### config.mk
export PLATFORM = sky130hd
export DESIGN_NAME = lwfm_top
export DESIGN_NICKNAME = d
export VERILOG_FILES = /design/src/design/lwfm_pkg.sv /design/src/design/lwfm_det_if.sv /design/src/design/lwfm_top.sv /design/src/design/lwfm_pulse_timer.sv
export SDC_FILE = /design/constraint.sdc
export NUM_CORES = 1
export LEC_CHECK = 0
export ABC_AREA = 1
export BUFFER_PORTS_ARGS = -buffer_cell sky130_fd_sc_hd__buf_2
export CAP_MARGIN = 30
export CORE_ASPECT_RATIO = 1.75
export CORE_UTILIZATION = 49
export DETAILED_ROUTE_END_ITERATION = 12
export PLACE_DENSITY = 0.84
export SYNTH_ARGS = -nofsm -noshare
export SYNTH_HDL_FRONTEND = slang
export SYNTH_SLANG_ARGS = --single-unit
### constraint.sdc
create_clock -name hclk -period 2.18 [get_ports hclk]
set_clock_uncertainty 0.05 [all_clocks]
set_input_delay 0.327 -clock hclk [delete_from_list [all_inputs] [get_ports hclk]]
set_output_delay 0.327 -clock hclk [all_outputs]
set_load 0.01 [all_outputs]
### src/design/lwfm_pkg.sv
`default_nettype none
package lwfm_pkg;
   // ----------------------------------------------------------------
   // clock and timing
   // ----------------------------------------------------------------
   localparam int CLK_PERIOD_PS = 5000;
   localparam int WU_MIN_US     = 45;
   localparam int WU_MAX_US     = 135;
   localparam int SHORT_US      = 80;
   localparam int WAKE_HOLD_US  = 100;
   // least times round up, longest times round down
   localparam int WU_MIN_CYC    = (WU_MIN_US * 1000000 + CLK_PERIOD_PS - 1)
                                  / CLK_PERIOD_PS;
   localparam int WU_MAX_CYC    = (WU_MAX_US * 1000000) / CLK_PERIOD_PS;
   localparam int SHORT_CYC     = (SHORT_US * 1000000 + CLK_PERIOD_PS - 1)
                                  / CLK_PERIOD_PS;
   localparam int WAKE_HOLD_CYC = (WAKE_HOLD_US * 1000000 + CLK_PERIOD_PS - 1)
                                  / CLK_PERIOD_PS;
   localparam int CNT_W         = 16;
   localparam int NSYNC         = 5;

   // ----------------------------------------------------------------
   // register map
   // ----------------------------------------------------------------
   localparam logic [7:0] OFS_CTRL     = 8'h00;
   localparam logic [7:0] OFS_STATUS   = 8'h04;
   localparam logic [7:0] OFS_IRQ_STAT = 8'h08;
   localparam logic [7:0] OFS_IRQ_MASK = 8'h0C;

   localparam int CTRL_WAKE_EN = 0;
   localparam int CTRL_DRV_OFF = 1;
   localparam logic [1:0] CTRL_RST = 2'h1;

   localparam int IRQ_W        = 4;
   localparam int IRQ_WAKE     = 0;
   localparam int IRQ_SHORT    = 1;
   localparam int IRQ_OT_SET   = 2;
   localparam int IRQ_OT_CLR   = 3;
   localparam logic [IRQ_W-1:0] IRQ_MASK_RST = 4'h0;

   // synchroniser lanes
   localparam int IN_EN   = 0;
   localparam int IN_TX   = 1;
   localparam int IN_LINE = 2;
   localparam int IN_CUR  = 3;
   localparam int IN_OT   = 4;
endpackage
`default_nettype wire

### src/design/lwfm_det_if.sv
`timescale 1ns/1ps
`default_nettype none
interface lwfm_det_if;
   import lwfm_pkg::*;
   logic             cond;
   logic             long_q;
   logic             hit;
   logic [CNT_W-1:0] count;
   modport tmr (input cond, output long_q, hit, count);
   modport usr (output cond, input long_q, hit, count);
endinterface
`default_nettype wire

### src/design/lwfm_top.sv
`timescale 1ns/1ps
`default_nettype none
module lwfm_top
   import lwfm_pkg::*;
#(
   parameter int WU_MIN     = WU_MIN_CYC,
   parameter int WU_MAX     = WU_MAX_CYC,
   parameter int SHORT_LONG = SHORT_CYC,
   parameter int WAKE_HOLD  = WAKE_HOLD_CYC
) (
   input  wire logic        hclk,          // 200 MHz system clock
   input  wire logic        hresetn,       // async reset, low
   input  wire logic        hsel,          // slave select
   input  wire logic [31:0] haddr,         // byte address
   input  wire logic [1:0]  htrans,        // transfer type
   input  wire logic        hwrite,        // write when high
   input  wire logic [2:0]  hsize,         // transfer size
   input  wire logic [31:0] hwdata,        // write data
   input  wire logic        hready,        // bus ready in
   output logic             hreadyout,     // always ready
   output logic             hresp,         // always okay
   output logic [31:0]      hrdata,        // read data
   input  wire logic        en_pin_i,      // driver enable
   input  wire logic        tx_pin_i,      // transmit level
   input  wire logic        line_pin_i,    // sensed line level
   output logic             line_pin_o,    // line drive level
   output logic             line_pin_oe,   // line driven
   output logic             ls_on_o,       // low-side switch on
   output logic             hs_on_o,       // high-side switch on
   input  wire logic        cur_limit_i,   // current limit active
   input  wire logic        over_temp_i,   // over-temperature
   output logic             rx_o,          // received level
   output logic             wake_o,        // open-drain level
   output logic             wake_oe,       // wake indicator pull
   output logic             short_flag_o,  // open-drain level
   output logic             short_flag_oe, // short flag pull
   output logic             irq_o          // level interrupt
);
   localparam logic [CNT_W-1:0] HOLD_C = CNT_W'(WAKE_HOLD);

   // ----------------------------------------------------------------
   // input synchronisers: three stages, change accepted on agreement
   // ----------------------------------------------------------------
   logic [NSYNC-1:0] pin_in;
   logic [NSYNC-1:0] s1_q;
   logic [NSYNC-1:0] s2_q;
   logic [NSYNC-1:0] s3_q;
   logic [NSYNC-1:0] filt_q;

   assign pin_in = {over_temp_i, cur_limit_i, line_pin_i,
                    tx_pin_i, en_pin_i};

   for (genvar i = 0; i < NSYNC; i++) begin : g_sync
      always_ff @(posedge hclk or negedge hresetn) begin
         if (!hresetn) begin
            s1_q[i]   <= 1'b0;
            s2_q[i]   <= 1'b0;
            s3_q[i]   <= 1'b0;
            filt_q[i] <= 1'b0;
         end else begin
            s1_q[i] <= pin_in[i];
            s2_q[i] <= s1_q[i];
            s3_q[i] <= s2_q[i];
            if (s2_q[i] == s3_q[i]) begin
               filt_q[i] <= s3_q[i];
            end
         end
      end
   end

   logic en_f;
   logic tx_f;
   logic line_f;
   logic cur_f;
   logic ot_f;
   assign en_f   = filt_q[IN_EN];
   assign tx_f   = filt_q[IN_TX];
   assign line_f = filt_q[IN_LINE];
   assign cur_f  = filt_q[IN_CUR];
   assign ot_f   = filt_q[IN_OT];

   // ----------------------------------------------------------------
   // register state
   // ----------------------------------------------------------------
   logic [1:0]       ctrl_q;
   logic [IRQ_W-1:0] stat_q;
   logic [IRQ_W-1:0] stat_d;
   logic [IRQ_W-1:0] mask_q;
   logic [IRQ_W-1:0] irq_set;
   logic [IRQ_W-1:0] irq_clr;

   // ----------------------------------------------------------------
   // driver decode
   // ----------------------------------------------------------------
   logic drv_on;
   assign drv_on = en_f && !ot_f && !ctrl_q[CTRL_DRV_OFF];

   // tx held high with enable toggled gives plain low-side switching
   always_ff @(posedge hclk or negedge hresetn) begin
      if (!hresetn) begin
         ls_on_o     <= 1'b0;
         hs_on_o     <= 1'b0;
         line_pin_o  <= 1'b0;
         line_pin_oe <= 1'b0;
      end else begin
         ls_on_o     <= drv_on && tx_f;
         hs_on_o     <= drv_on && !tx_f;
         line_pin_o  <= drv_on && !tx_f;
         line_pin_oe <= drv_on;
      end
   end

   always_ff @(posedge hclk or negedge hresetn) begin
      if (!hresetn) begin
         rx_o <= 1'b0;
      end else begin
         rx_o <= line_f;
      end
   end

   // ----------------------------------------------------------------
   // wake and short detection
   // ----------------------------------------------------------------
   lwfm_det_if det ();

   assign det.cond = cur_f;

   lwfm_pulse_timer #(
      .WIN_MIN (WU_MIN),
      .WIN_MAX (WU_MAX),
      .LONG    (SHORT_LONG)
   ) u_timer (
      .hclk    (hclk),
      .hresetn (hresetn),
      .det     (det)
   );

   logic             wake_q;
   logic [CNT_W-1:0] wake_cnt_q;
   logic             wake_hit;
   assign wake_hit = det.hit && ctrl_q[CTRL_WAKE_EN];

   // indicator held for a fixed time so a slow controller sees it
   always_ff @(posedge hclk or negedge hresetn) begin
      if (!hresetn) begin
         wake_q     <= 1'b0;
         wake_cnt_q <= '0;
      end else if (wake_hit) begin
         wake_q     <= 1'b1;
         wake_cnt_q <= HOLD_C;
      end else if (wake_cnt_q > 1) begin
         wake_cnt_q <= wake_cnt_q - 1'b1;
      end else begin
         wake_q     <= 1'b0;
         wake_cnt_q <= '0;
      end
   end

   logic short_q;
   always_ff @(posedge hclk or negedge hresetn) begin
      if (!hresetn) begin
         short_q <= 1'b0;
      end else begin
         short_q <= det.long_q && cur_f;
      end
   end

   assign wake_o        = 1'b0;
   assign wake_oe       = wake_q;
   assign short_flag_o  = 1'b0;
   assign short_flag_oe = short_q;

   // ----------------------------------------------------------------
   // interrupt events
   // ----------------------------------------------------------------
   logic short_d1_q;
   logic ot_d1_q;
   always_ff @(posedge hclk or negedge hresetn) begin
      if (!hresetn) begin
         short_d1_q <= 1'b0;
         ot_d1_q    <= 1'b0;
      end else begin
         short_d1_q <= short_q;
         ot_d1_q    <= ot_f;
      end
   end

   always_comb begin
      irq_set             = '0;
      irq_set[IRQ_WAKE]   = wake_hit;
      irq_set[IRQ_SHORT]  = short_q && !short_d1_q;
      irq_set[IRQ_OT_SET] = ot_f && !ot_d1_q;
      irq_set[IRQ_OT_CLR] = !ot_f && ot_d1_q;
   end

   // ----------------------------------------------------------------
   // ahb-lite slave, zero wait states
   // ----------------------------------------------------------------
   logic       wr_pend_q;
   logic [7:0] wr_addr_q;
   logic       acc;
   logic [7:0] a_ofs;
   assign acc   = hsel && htrans[1] && hready;
   assign a_ofs = haddr[7:0];

   always_ff @(posedge hclk or negedge hresetn) begin
      if (!hresetn) begin
         wr_pend_q <= 1'b0;
         wr_addr_q <= '0;
      end else begin
         wr_pend_q <= acc && hwrite && haddr[31:8] == 24'h000000;
         wr_addr_q <= a_ofs;
      end
   end

   // read data captured in the address phase, stands in the data phase
   always_ff @(posedge hclk or negedge hresetn) begin
      if (!hresetn) begin
         hrdata <= '0;
      end else if (acc && !hwrite) begin
         if (haddr[31:8] != 24'h000000) begin
            hrdata <= '0;
         end else if (a_ofs == OFS_CTRL) begin
            hrdata <= {30'h00000000, ctrl_q};
         end else if (a_ofs == OFS_STATUS) begin
            hrdata <= {25'h0000000, ot_f, cur_f, line_f, tx_f, en_f,
                       short_q, wake_q};
         end else if (a_ofs == OFS_IRQ_STAT) begin
            hrdata <= {28'h0000000, stat_q};
         end else if (a_ofs == OFS_IRQ_MASK) begin
            hrdata <= {28'h0000000, mask_q};
         end else begin
            hrdata <= '0;
         end
      end
   end

   assign hreadyout = 1'b1;
   assign hresp     = 1'b0;

   always_ff @(posedge hclk or negedge hresetn) begin
      if (!hresetn) begin
         ctrl_q <= CTRL_RST;
         mask_q <= IRQ_MASK_RST;
      end else if (wr_pend_q) begin
         if (wr_addr_q == OFS_CTRL) begin
            ctrl_q <= hwdata[1:0];
         end else if (wr_addr_q == OFS_IRQ_MASK) begin
            mask_q <= hwdata[IRQ_W-1:0];
         end
      end
   end

   // set wins over a write-one clear in the same cycle
   assign irq_clr = (wr_pend_q && wr_addr_q == OFS_IRQ_STAT)
                    ? hwdata[IRQ_W-1:0] : '0;
   assign stat_d  = (stat_q & ~irq_clr) | irq_set;

   always_ff @(posedge hclk or negedge hresetn) begin
      if (!hresetn) begin
         stat_q <= '0;
         irq_o  <= 1'b0;
      end else begin
         stat_q <= stat_d;
         irq_o  <= |(stat_d & mask_q);
      end
   end

   // ----------------------------------------------------------------
   // checks
   // ----------------------------------------------------------------
   property p_float;
      @(posedge hclk) disable iff (!hresetn)
      !en_f |=> !line_pin_oe && !ls_on_o && !hs_on_o;
   endproperty
   a_float: assert property (p_float)
      else $error("line driven with enable low");

   property p_polarity;
      @(posedge hclk) disable iff (!hresetn)
      drv_on |=> line_pin_oe && (ls_on_o == $past(tx_f))
                 && (line_pin_o == hs_on_o);
   endproperty
   a_polarity: assert property (p_polarity)
      else $error("switch does not follow tx");

   property p_ot_off;
      @(posedge hclk) disable iff (!hresetn)
      ot_f |=> !line_pin_oe;
   endproperty
   a_ot_off: assert property (p_ot_off)
      else $error("driver on during over-temperature");

   property p_ot_back;
      @(posedge hclk) disable iff (!hresetn)
      $fell(ot_f) && en_f && !ctrl_q[CTRL_DRV_OFF] |=> line_pin_oe;
   endproperty
   a_ot_back: assert property (p_ot_back)
      else $error("driver not restored after cooling");

   property p_wake_set;
      @(posedge hclk) disable iff (!hresetn)
      wake_hit |=> wake_q [*8];
   endproperty
   a_wake_set: assert property (p_wake_set)
      else $error("wake pulse not indicated");

   property p_wake_cause;
      @(posedge hclk) disable iff (!hresetn)
      $rose(wake_q) |-> $past(det.hit) && $past(ctrl_q[CTRL_WAKE_EN]);
   endproperty
   a_wake_cause: assert property (p_wake_cause)
      else $error("wake without valid pulse");

   property p_short_cause;
      @(posedge hclk) disable iff (!hresetn)
      $rose(short_q) |-> $past(det.count, 2) > CNT_W'(SHORT_LONG);
   endproperty
   a_short_cause: assert property (p_short_cause)
      else $error("short flag set too early");

   property p_short_rel;
      @(posedge hclk) disable iff (!hresetn)
      !cur_f |=> !short_flag_oe;
   endproperty
   a_short_rel: assert property (p_short_rel)
      else $error("short flag held after limit ended");

   property p_irq;
      @(posedge hclk) disable iff (!hresetn)
      irq_set[IRQ_WAKE] && mask_q[IRQ_WAKE] && $stable(mask_q) |=> irq_o;
   endproperty
   a_irq: assert property (p_irq)
      else $error("unmasked wake event gave no interrupt");

   c_wake: cover property (@(posedge hclk) disable iff (!hresetn)
      $rose(wake_q));
   c_short: cover property (@(posedge hclk) disable iff (!hresetn)
      $rose(short_q));
   c_ot: cover property (@(posedge hclk) disable iff (!hresetn)
      $rose(ot_f) ##1 !line_pin_oe);
endmodule
`default_nettype wire

### src/design/lwfm_pulse_timer.sv
`timescale 1ns/1ps
`default_nettype none
module lwfm_pulse_timer
   import lwfm_pkg::*;
#(
   parameter int WIN_MIN = WU_MIN_CYC,
   parameter int WIN_MAX = WU_MAX_CYC,
   parameter int LONG    = SHORT_CYC
) (
   input  wire logic hclk,    // system clock
   input  wire logic hresetn, // async reset, low
   lwfm_det_if.tmr   det      // condition in, verdicts out
);
   localparam logic [CNT_W-1:0] MIN_C  = CNT_W'(WIN_MIN);
   localparam logic [CNT_W-1:0] MAX_C  = CNT_W'(WIN_MAX);
   localparam logic [CNT_W-1:0] LONG_C = CNT_W'(LONG);
   localparam logic [CNT_W-1:0] SAT_C  = {CNT_W{1'b1}};

   logic [CNT_W-1:0] cnt_q;
   logic             cond_q;

   // ----------------------------------------------------------------
   // episode length, saturating so a long fault never wraps
   // ----------------------------------------------------------------
   always_ff @(posedge hclk or negedge hresetn) begin
      if (!hresetn) begin
         cnt_q  <= '0;
         cond_q <= 1'b0;
      end else begin
         cond_q <= det.cond;
         if (!det.cond) begin
            cnt_q <= '0;
         end else if (cnt_q != SAT_C) begin
            cnt_q <= cnt_q + 1'b1;
         end
      end
   end

   // a hit is judged only at the end of an episode: lengths in window
   always_ff @(posedge hclk or negedge hresetn) begin
      if (!hresetn) begin
         det.hit    <= 1'b0;
         det.long_q <= 1'b0;
      end else begin
         det.hit    <= cond_q && !det.cond
                       && cnt_q >= MIN_C && cnt_q <= MAX_C;
         det.long_q <= det.cond && cnt_q > LONG_C;
      end
   end

   assign det.count = cnt_q;
endmodule
`default_nettype wire

# Word level (Yosys, flattened, before mapping)
# Cells that the tools add are included.
# totals
ff_bits	115
out_inout_bits	44
input_bits	79
word_cells	109
# op_classes
n_eq_ne	13
order_cmp	4
reduce_logical	33
mux	12
addsub	2
bitwise_logic	5
# ops
op	n
16-bit 2-to-1 mux	4
32-bit 2-to-1 mux	2
8-bit by 4-bit equality test with 1-bit output, second input constant	4
24-bit logical NOT	1
24-bit nonzero test	1
1-bit logical AND	19
16-bit by 1-bit adder with 16-bit output, second input constant	1
16-bit by 14-bit >= comparator with 1-bit output, second input constant	1
16-bit by 1-bit > comparator with 1-bit output, second input constant	1
16-bit by 14-bit > comparator with 1-bit output, second input constant	1
16-bit by 15-bit <= comparator with 1-bit output, second input constant	1
8-bit logical NOT	2
16-bit inequality test, second input constant	1
16-bit by 1-bit subtractor with 16-bit output, second input constant	1
4-bit 2-to-1 mux	3
4-bit AND	2
8-bit by 3-bit equality test with 1-bit output, second input constant	1
1-bit logical NOT	7
7-bit 2-to-1 mux	1
1-bit equality test	5
4-bit NOT	1
4-bit bitwise OR	1
4-bit OR reduction	1
3-bit AND reduction	1
5 further kinds	6

# Logic depth before layout (Yosys ltp)
# Gate-level depths: netlist of run 1.
# logic_depth
word_depth	8
ltp_mapped	10
ltp_nobuf	10

# Hierarchy
# A second synthesis of run 1 with hierarchy kept.
# unflattened
cells_unflattened	527
hier_area_um2	4580.6
# by_module_without_submodules
module	n_inst	area_each_um2	seq_area_each_um2	cells_each
lwfm_top	1	3241.9	1778.0	345
lwfm_pulse_timer	1	1338.8	475.5	182

# Worst setup path after synthesis of run 1
# OpenSTA, ideal clock, no wires.
# synth_path
path_type	register to register
from	register wake_cnt_q[0]
to	register wake_cnt_q[6]
n_path_buf	1
setup_ns	0.119
slack_ns	0.773
arrival_time_ns	1.238
synth_period_minus_slack_ns	1.407
stages_incl_launch_ff	9
required_ns	2.011
path_cell_list	dfrtp_1 > inv_1 > ha_1 > nor2_1 > nor2_1 > nand4_2 > nand2_1 > buf_4 > nor2_1
# synth_via
elab_chain_len	3
word_cells_on_any_way	4
cone_classes	add/sub: 1; order compare: 1; mux: 2
# synth_rtl
element	line	text
start, declared	lwfm_top.sv:139	logic [CNT_W-1:0] wake_cnt_q;
start signal, assigned	lwfm_top.sv:152	wake_cnt_q <= wake_cnt_q - 1'b1;
16-bit by 1-bit subtractor with 16-bit output / 16-bit by 1-bit > comparator with 1-bit output (equally long branches)	lwfm_top.sv:152, lwfm_top.sv:151	
16-bit 2-to-1 mux (*)	lwfm_top.sv:151	end else if (wake_cnt_q > 1) begin
16-bit 2-to-1 mux (*)	lwfm_top.sv:148	end else if (wake_hit) begin
# Every way passes the cells marked *; elsewhere a longest branch is shown, timed or not.
# A chain may end at the register's enable or synchronous reset.

# Worst setup path in the final report of run 1
# layout_path
from	register wake_cnt_q[0]
to	register wake_cnt_q[15]
# Same word-level chain as after synthesis.

==> results_dict.tcl, run 1 <==
set metrics [dict create \
    min_path_type "in -> reg" \
    cts_tree "yes" \
    r2r_cells 9 \
    synthCells 511 \
    synth_warnings 0 \
    min_path_cells 1 \
    grt_start_max_net_pins 39 \
    clk_pin_slew_ps 60 \
    relSlewSlack 0.546 \
    seq_area_frac_synth 0.514 \
    synth_top_family_by_area "simple AND/OR/NAND/NOR gates" \
    cts_sinks 90 \
    startpoint_type "register" \
    wirelength_um 9340 \
    syn_area_um2 4380 \
    setup.worst_path.end_class "register" \
    hold_end "s1_q[3]" \
    crit_chain "inv_1 > ha_1 > nor2_1 > nor2_1 > nand4_2 > nand2_1 > inv_1 > nand2_1 > nor2_1" \
    worst_path_most_repeated_cell "nor2_1" \
    via_count 3448 \
    ys_ff_latch 90 \
    cap_violations 0 \
    finalCriticalPeriod_ps 1850 \
    timing.fmax_ghz 0.540 \
    cts.repair.resized 0 \
    layout_common_cells "115 x nand2_1, 89 x dfrtp_1, 73 x nor2_1, 60 x buf_2, 59 x inv_1" \
    synthAdderAreaFrac 0.0228 \
    cts_htree_levels 3 \
    finalSetupViolCount 0 \
    track_usage 0.227 \
    drc 0 \
    initial_core_util 0.505 \
    cp_slowest_cell "dfrtp_1" \
    dp_hpwl_um 7170 \
    hold_buffers 1 \
    fin_crit_sh 0.849 \
    tns_ps 0 \
    worst_slew_pin_slew_ps 676 \
    first_global_vias 3653 \
    final_common_cell "nand2_1" \
    dr.pass1.iters 4 \
    cts_setup_buffers 0 \
    cts_inserted_buffers 9 \
    fin_area_um2 5020 \
    worstPathArrival_ps 2030 \
    syn2layout_area_growth_pct 14.7 \
    die_area_um2 9340 \
    dpl_cell_area_um2 4710 \
    ant_nets 0 \
    crit_path_max_fanout 11 \
    clock_path_buffers 2 \
    r2r-end "wake_cnt_q[15]" \
    timing.rr.start "wake_cnt_q[0]" \
    synth_cell_type_count 40 \
    p_per_area_nw_per_um2 704 \
    die_width_um 73.5 \
    critPathMaxStageDelay_ps 400 \
    place_congestion 0.907 \
    finalCoreUtilization 0.580 \
    io-pin-count 123 \
    hp-start "cur_limit_i" \
    cts-root-buf "clkbuf_16" \
    die_h_um 127 \
    n_fill_cell 803 \
    antenna_cells 0 \
    drv_slew 0 \
    drive_gt1_frac 0.183 \
    peakVddDrop_uv 623 \
    rsz0062_at_grt "no" \
    r2r_setup_slack_ps 330 \
    grt_antenna_before_repair 0 \
    status "complete, no violations" \
    synth-simple-area-share 0.281 \
    critical_path_class "reg -> reg" \
    cp.required_ps 2360 \
    clk_latency_ps 340 \
    routedWlPerCell_um 13.3 \
    hold_viol_final 0 \
    io_buffers 61 \
    nets 663 \
    via_per_inst 4.91 \
    row_count 45 \
    p_leak_nw 2.79 \
    synth_compound_area_frac 0.0383 \
    syn_avg_cell_area_um2 8.57 \
    muxShareOfSynthArea 0 \
    synth_xor_area_frac 0.0260 \
    fp.coreArea_um2 8670 \
    grt_pass1_wl_um 16000 \
    drt_iter0_drc 218 \
    grt.overflow.total 0 \
]
## registers in the layout, summed over array words and instances, names as in the netlist, 5 cells and up
register and count:
u_timer.det.count 16, wr_addr_q 8, s1_q 5, hrdata 7, wake_cnt_q 16, s3_q 5
s2_q 5
## Yosys cell counts, drive strengths merged
cell,count,area [µm²]
nand2,120,473
dfrtp,89,2230
nor2,79,327
inv,60,225
nand3,47,253
buf,34,260
o21ai,18,97.6
nor3,11,75.1
xor2,9,78.8
nand4,8,56.3
a21oi,6,33.8
maj3,5,50.1
ha,4,50.1
xnor2,4,35.0
a31oi,2,12.5
conb,2,7.51
nand3b,2,15.0
o211ai,2,15.0
or2,2,12.5
a41oi,1,8.76
and2,1,6.26
clkbuf,1,13.8
clkinv,1,8.76
dfstp,1,26.3
nor3b,1,7.51
nor4,1,6.26
## cell families (layout without fill, tap and decap cells)
logic type      count (synthesis)  in the layout
buf+inv                        96            143
simple gates                  272            272
compound gates                 29             29
other cells                     2             29
fa+ha+maj                       9              9
flops                          90             90
xor+xnor                       13             13
## through the flow
step | total power, W | hold slack [ps] | worst slack (ps) | std cells
floorplan | 0.00191 | -18.6 | 773 | 538
global placement | 0.00197 | 263 | 436 | 685
detailed placement | 0.00198 | 266 | 344 | 685
CTS | 0.00357 | 31.3 | 321 | 702
global route | 0.00369 | 25.6 | 108 | 702
finish | 0.00354 | 40.6 | 329 | 702
## how the worst max path moves through the flow
stage,slack (ps),end,from
2_1_floorplan,770,wake_cnt_q[6],wake_cnt_q[0]
3_3_place_gp,440,wake_cnt_q[15],wake_cnt_q[9]
3_5_place_dp,340,wake_cnt_q[15],wake_cnt_q[0]
4_1_cts,320,wake_cnt_q[15],wake_cnt_q[0]
5_1_grt,110,wake_cnt_q[15],wake_cnt_q[0]
6_report,330,wake_cnt_q[15],wake_cnt_q[0]
## critical path: cells and delay by family, from the launching register on
family | cells | cell delay (ps)
simple gates | 6 | 920
flops | 1 | 400
fa+ha+maj | 1 | 210
buf+inv | 2 | 150
## per-layer routing
metal	share of wire	vias to the layer above	global-route usage
met5	0	-	0
met4	0.051	0	0.153
met3	0.033	38	0.0450
met2	0.55	93	0.402
met1	0.36	1635	0.234
li1	-	1682	-
## where the power goes
group | internal, W | switching [W] | leakage [nW] | total, W
sequential | 0.00171 | 0.0000367 | 1.13 | 0.00175
clock | 0.000931 | 0.000658 | 0.154 | 0.00159
combinational | 0.0000716 | 0.000126 | 1.50 | 0.000197
## cell type report
type	instances	area, µm²	area share
clock buffer	10	239	0.0476
clock inverter	6	70.1	0.0139
inverter	61	234	0.0466
multi-input combinational	352	1720	0.343
sequential	90	2250	0.448
tap	117	146	0.0291
timing repair buffer	66	360	0.0717
No activity file was read; power rests on OpenSTA's default activity.
==> run 2, diff against run 1 <==
- CORE_UTILIZATION: 49 -> 47
- clock period: 2.18 -> 1.7 ns (I/O delays scaled with it)
==> run 2 against run 1 <==
  * Final cell count grew 4.0%
  * First-iteration DRC count decreased by 5.5%
  * Flip-flop and latch count stayed put
  * Fmax rose by 12%
  * Global-route usage shrank 0.20 points
  * Non-clock buffer count up 25
  * Via count is 5.0% higher
  * Hold slack gained 5.9 ps
  * Register-to-register slack got worse by 290 ps
  * Critical endpoint is now u_timer.det.count[1]
==> results_dict.tcl, run 2 (same netlist as run 1, synthesis figures left out) <==
set metrics [dict create \
    status "complete, no violations" \
    clock_path_buffers 2 \
    cts_tree "yes" \
    crit_path_max_fanout 8 \
    via_count 3620 \
    drc 0 \
    critPathMaxStageDelay_ps 360 \
    cts_inserted_buffers 9 \
    cp.required_ps 1930 \
    layout_common_cells "114 x nand2_1, 89 x dfrtp_1, 72 x nor2_1, 60 x buf_2, 58 x inv_1" \
    setup.worst_path.end_class "register" \
    finalSetupViolCount 0 \
    finalCriticalPeriod_ps 1660 \
    clk_pin_slew_ps 70 \
    drive_gt1_frac 0.203 \
    cts-root-buf "clkbuf_16" \
    ant_nets 0 \
    antenna_cells 0 \
    drt_iter0_drc 206 \
    io_buffers 61 \
    final_common_cell "nand2_1" \
    peakVddDrop_uv 744 \
    rsz0062_at_grt "yes" \
    finalCoreUtilization 0.580 \
    n_fill_cell 793 \
    path_buf_inv 1 \
    tns_ps 0 \
    hold_viol_final 0 \
    crit_family "simple AND/OR/NAND/NOR gates" \
    critical_path_class "reg -> reg" \
    grt_pass1_wl_um 16200 \
    cap_violations 0 \
    syn2layout_area_growth_pct 19.7 \
    startpoint_type "register" \
    dpl_cell_area_um2 4780 \
    clk_latency_ps 350 \
    min_path_type "in -> reg" \
    timing.final.ws_setup_ps 43.8 \
    routedWlPerCell_um 13.8 \
    via_per_inst 4.96 \
    fin_crit_sh 0.974 \
    grt.overflow.total 0 \
    cts_sinks 90 \
    fin_area_um2 5250 \
    grt_antenna_before_repair 0 \
    place_congestion 0.944 \
    p_leak_nw 2.89 \
    crit_chain "ha_2 > nand2_4 > nor2_4 > nand2_4 > nor2_4 > nand3_4 > clkinv_4 > nand2_8 > o21ai_2" \
    pre_cts_ws_ps 91.3 \
    fp.coreArea_um2 9040 \
    initial_core_util 0.485 \
    drv_slew 0 \
    die_h_um 130 \
    timing.fmax_ghz 0.604 \
    io-pin-count 123 \
    p_per_area_nw_per_um2 844 \
    dp.cells 698 \
    fin_cells 730 \
    wirelength_um 10100 \
    dp_hpwl_um 7290 \
    track_usage 0.225 \
    worstPathArrival_ps 1890 \
    cts_htree_levels 3 \
    die_width_um 75.0 \
    dr.pass1.iters 5 \
    cp_slowest_cell "dfrtp_1" \
    grt_start_max_net_pins 72 \
    nets 688 \
    die_area_um2 9730 \
    first_global_vias 3752 \
    row_count 46 \
]
-- run 2: stage by stage --
| stage | hold WS (ps) | power (W) |
|---|---|---|
| final | 46.5 | 0.00442 |
| after floorplan | -90.6 | 0.00245 |
| after global placement | 220 | 0.00253 |
| after global routing | 52.9 | 0.00459 |
| after CTS | 38.5 | 0.00445 |
| after detailed placement | 218 | 0.00254 |
-- run 2: worst register-to-register path, cell delays in order (launching register included) --
cell      delay, ps
dfrtp_1         360
ha_2            230
nand2_4          70
nor2_4          160
nand2_4          80
nor2_4          150
nand3_4         170
clkinv_4        120
nand2_8          70
o21ai_2         120
-- run 2: repair_timing --
action	4_1_cts	5_1_grt
setup endpoints to repair	0	13
endpoints found under the hold margin	101	0
buffers inserted	0	3
hold buffers	13	0
resized for setup	0	7
-- run 2: report_power, final --
part           switching [W]  internal [W]
Sequential         0.0000429       0.00220
Combinational       0.000182      0.000125
Clock               0.000874       0.00100
-- run 2: layout make-up --
type	count	area, µm²	area share
Tap cell	120	150	0.0286
Inverter	61	234	0.0446
Multi-Input combinational cell	352	1750	0.333
Clock inverter	7	55.1	0.0105
Clock buffer	9	225	0.0429
Timing Repair Buffer	91	578	0.110
Sequential cell	90	2250	0.430
-- run 2: per-layer routing --
layer,routed length (µm),GRT usage,vias up
met3,368,0.0440,32
met4,483,0.173,0
met5,0,0,-
li1,-,-,1741
met1,3590,0.217,1733
met2,5660,0.404,114
-- run 2: path summary, 6_finish.rpt --
path,startpoint,endpoint,slack [ps],cells after the start
min reg2reg,s1_q[2],s2_q[2],300,0
min in group asynchronous,hresetn,wr_addr_q[3],390,3
max reg2reg,u_timer.det.count[1],u_timer.det.count[1],40,9
min,haddr[2],wr_addr_q[2],50,1
max,u_timer.det.count[1],u_timer.det.count[1],40,9
max in group asynchronous,hresetn,ctrl_q[0],850,3
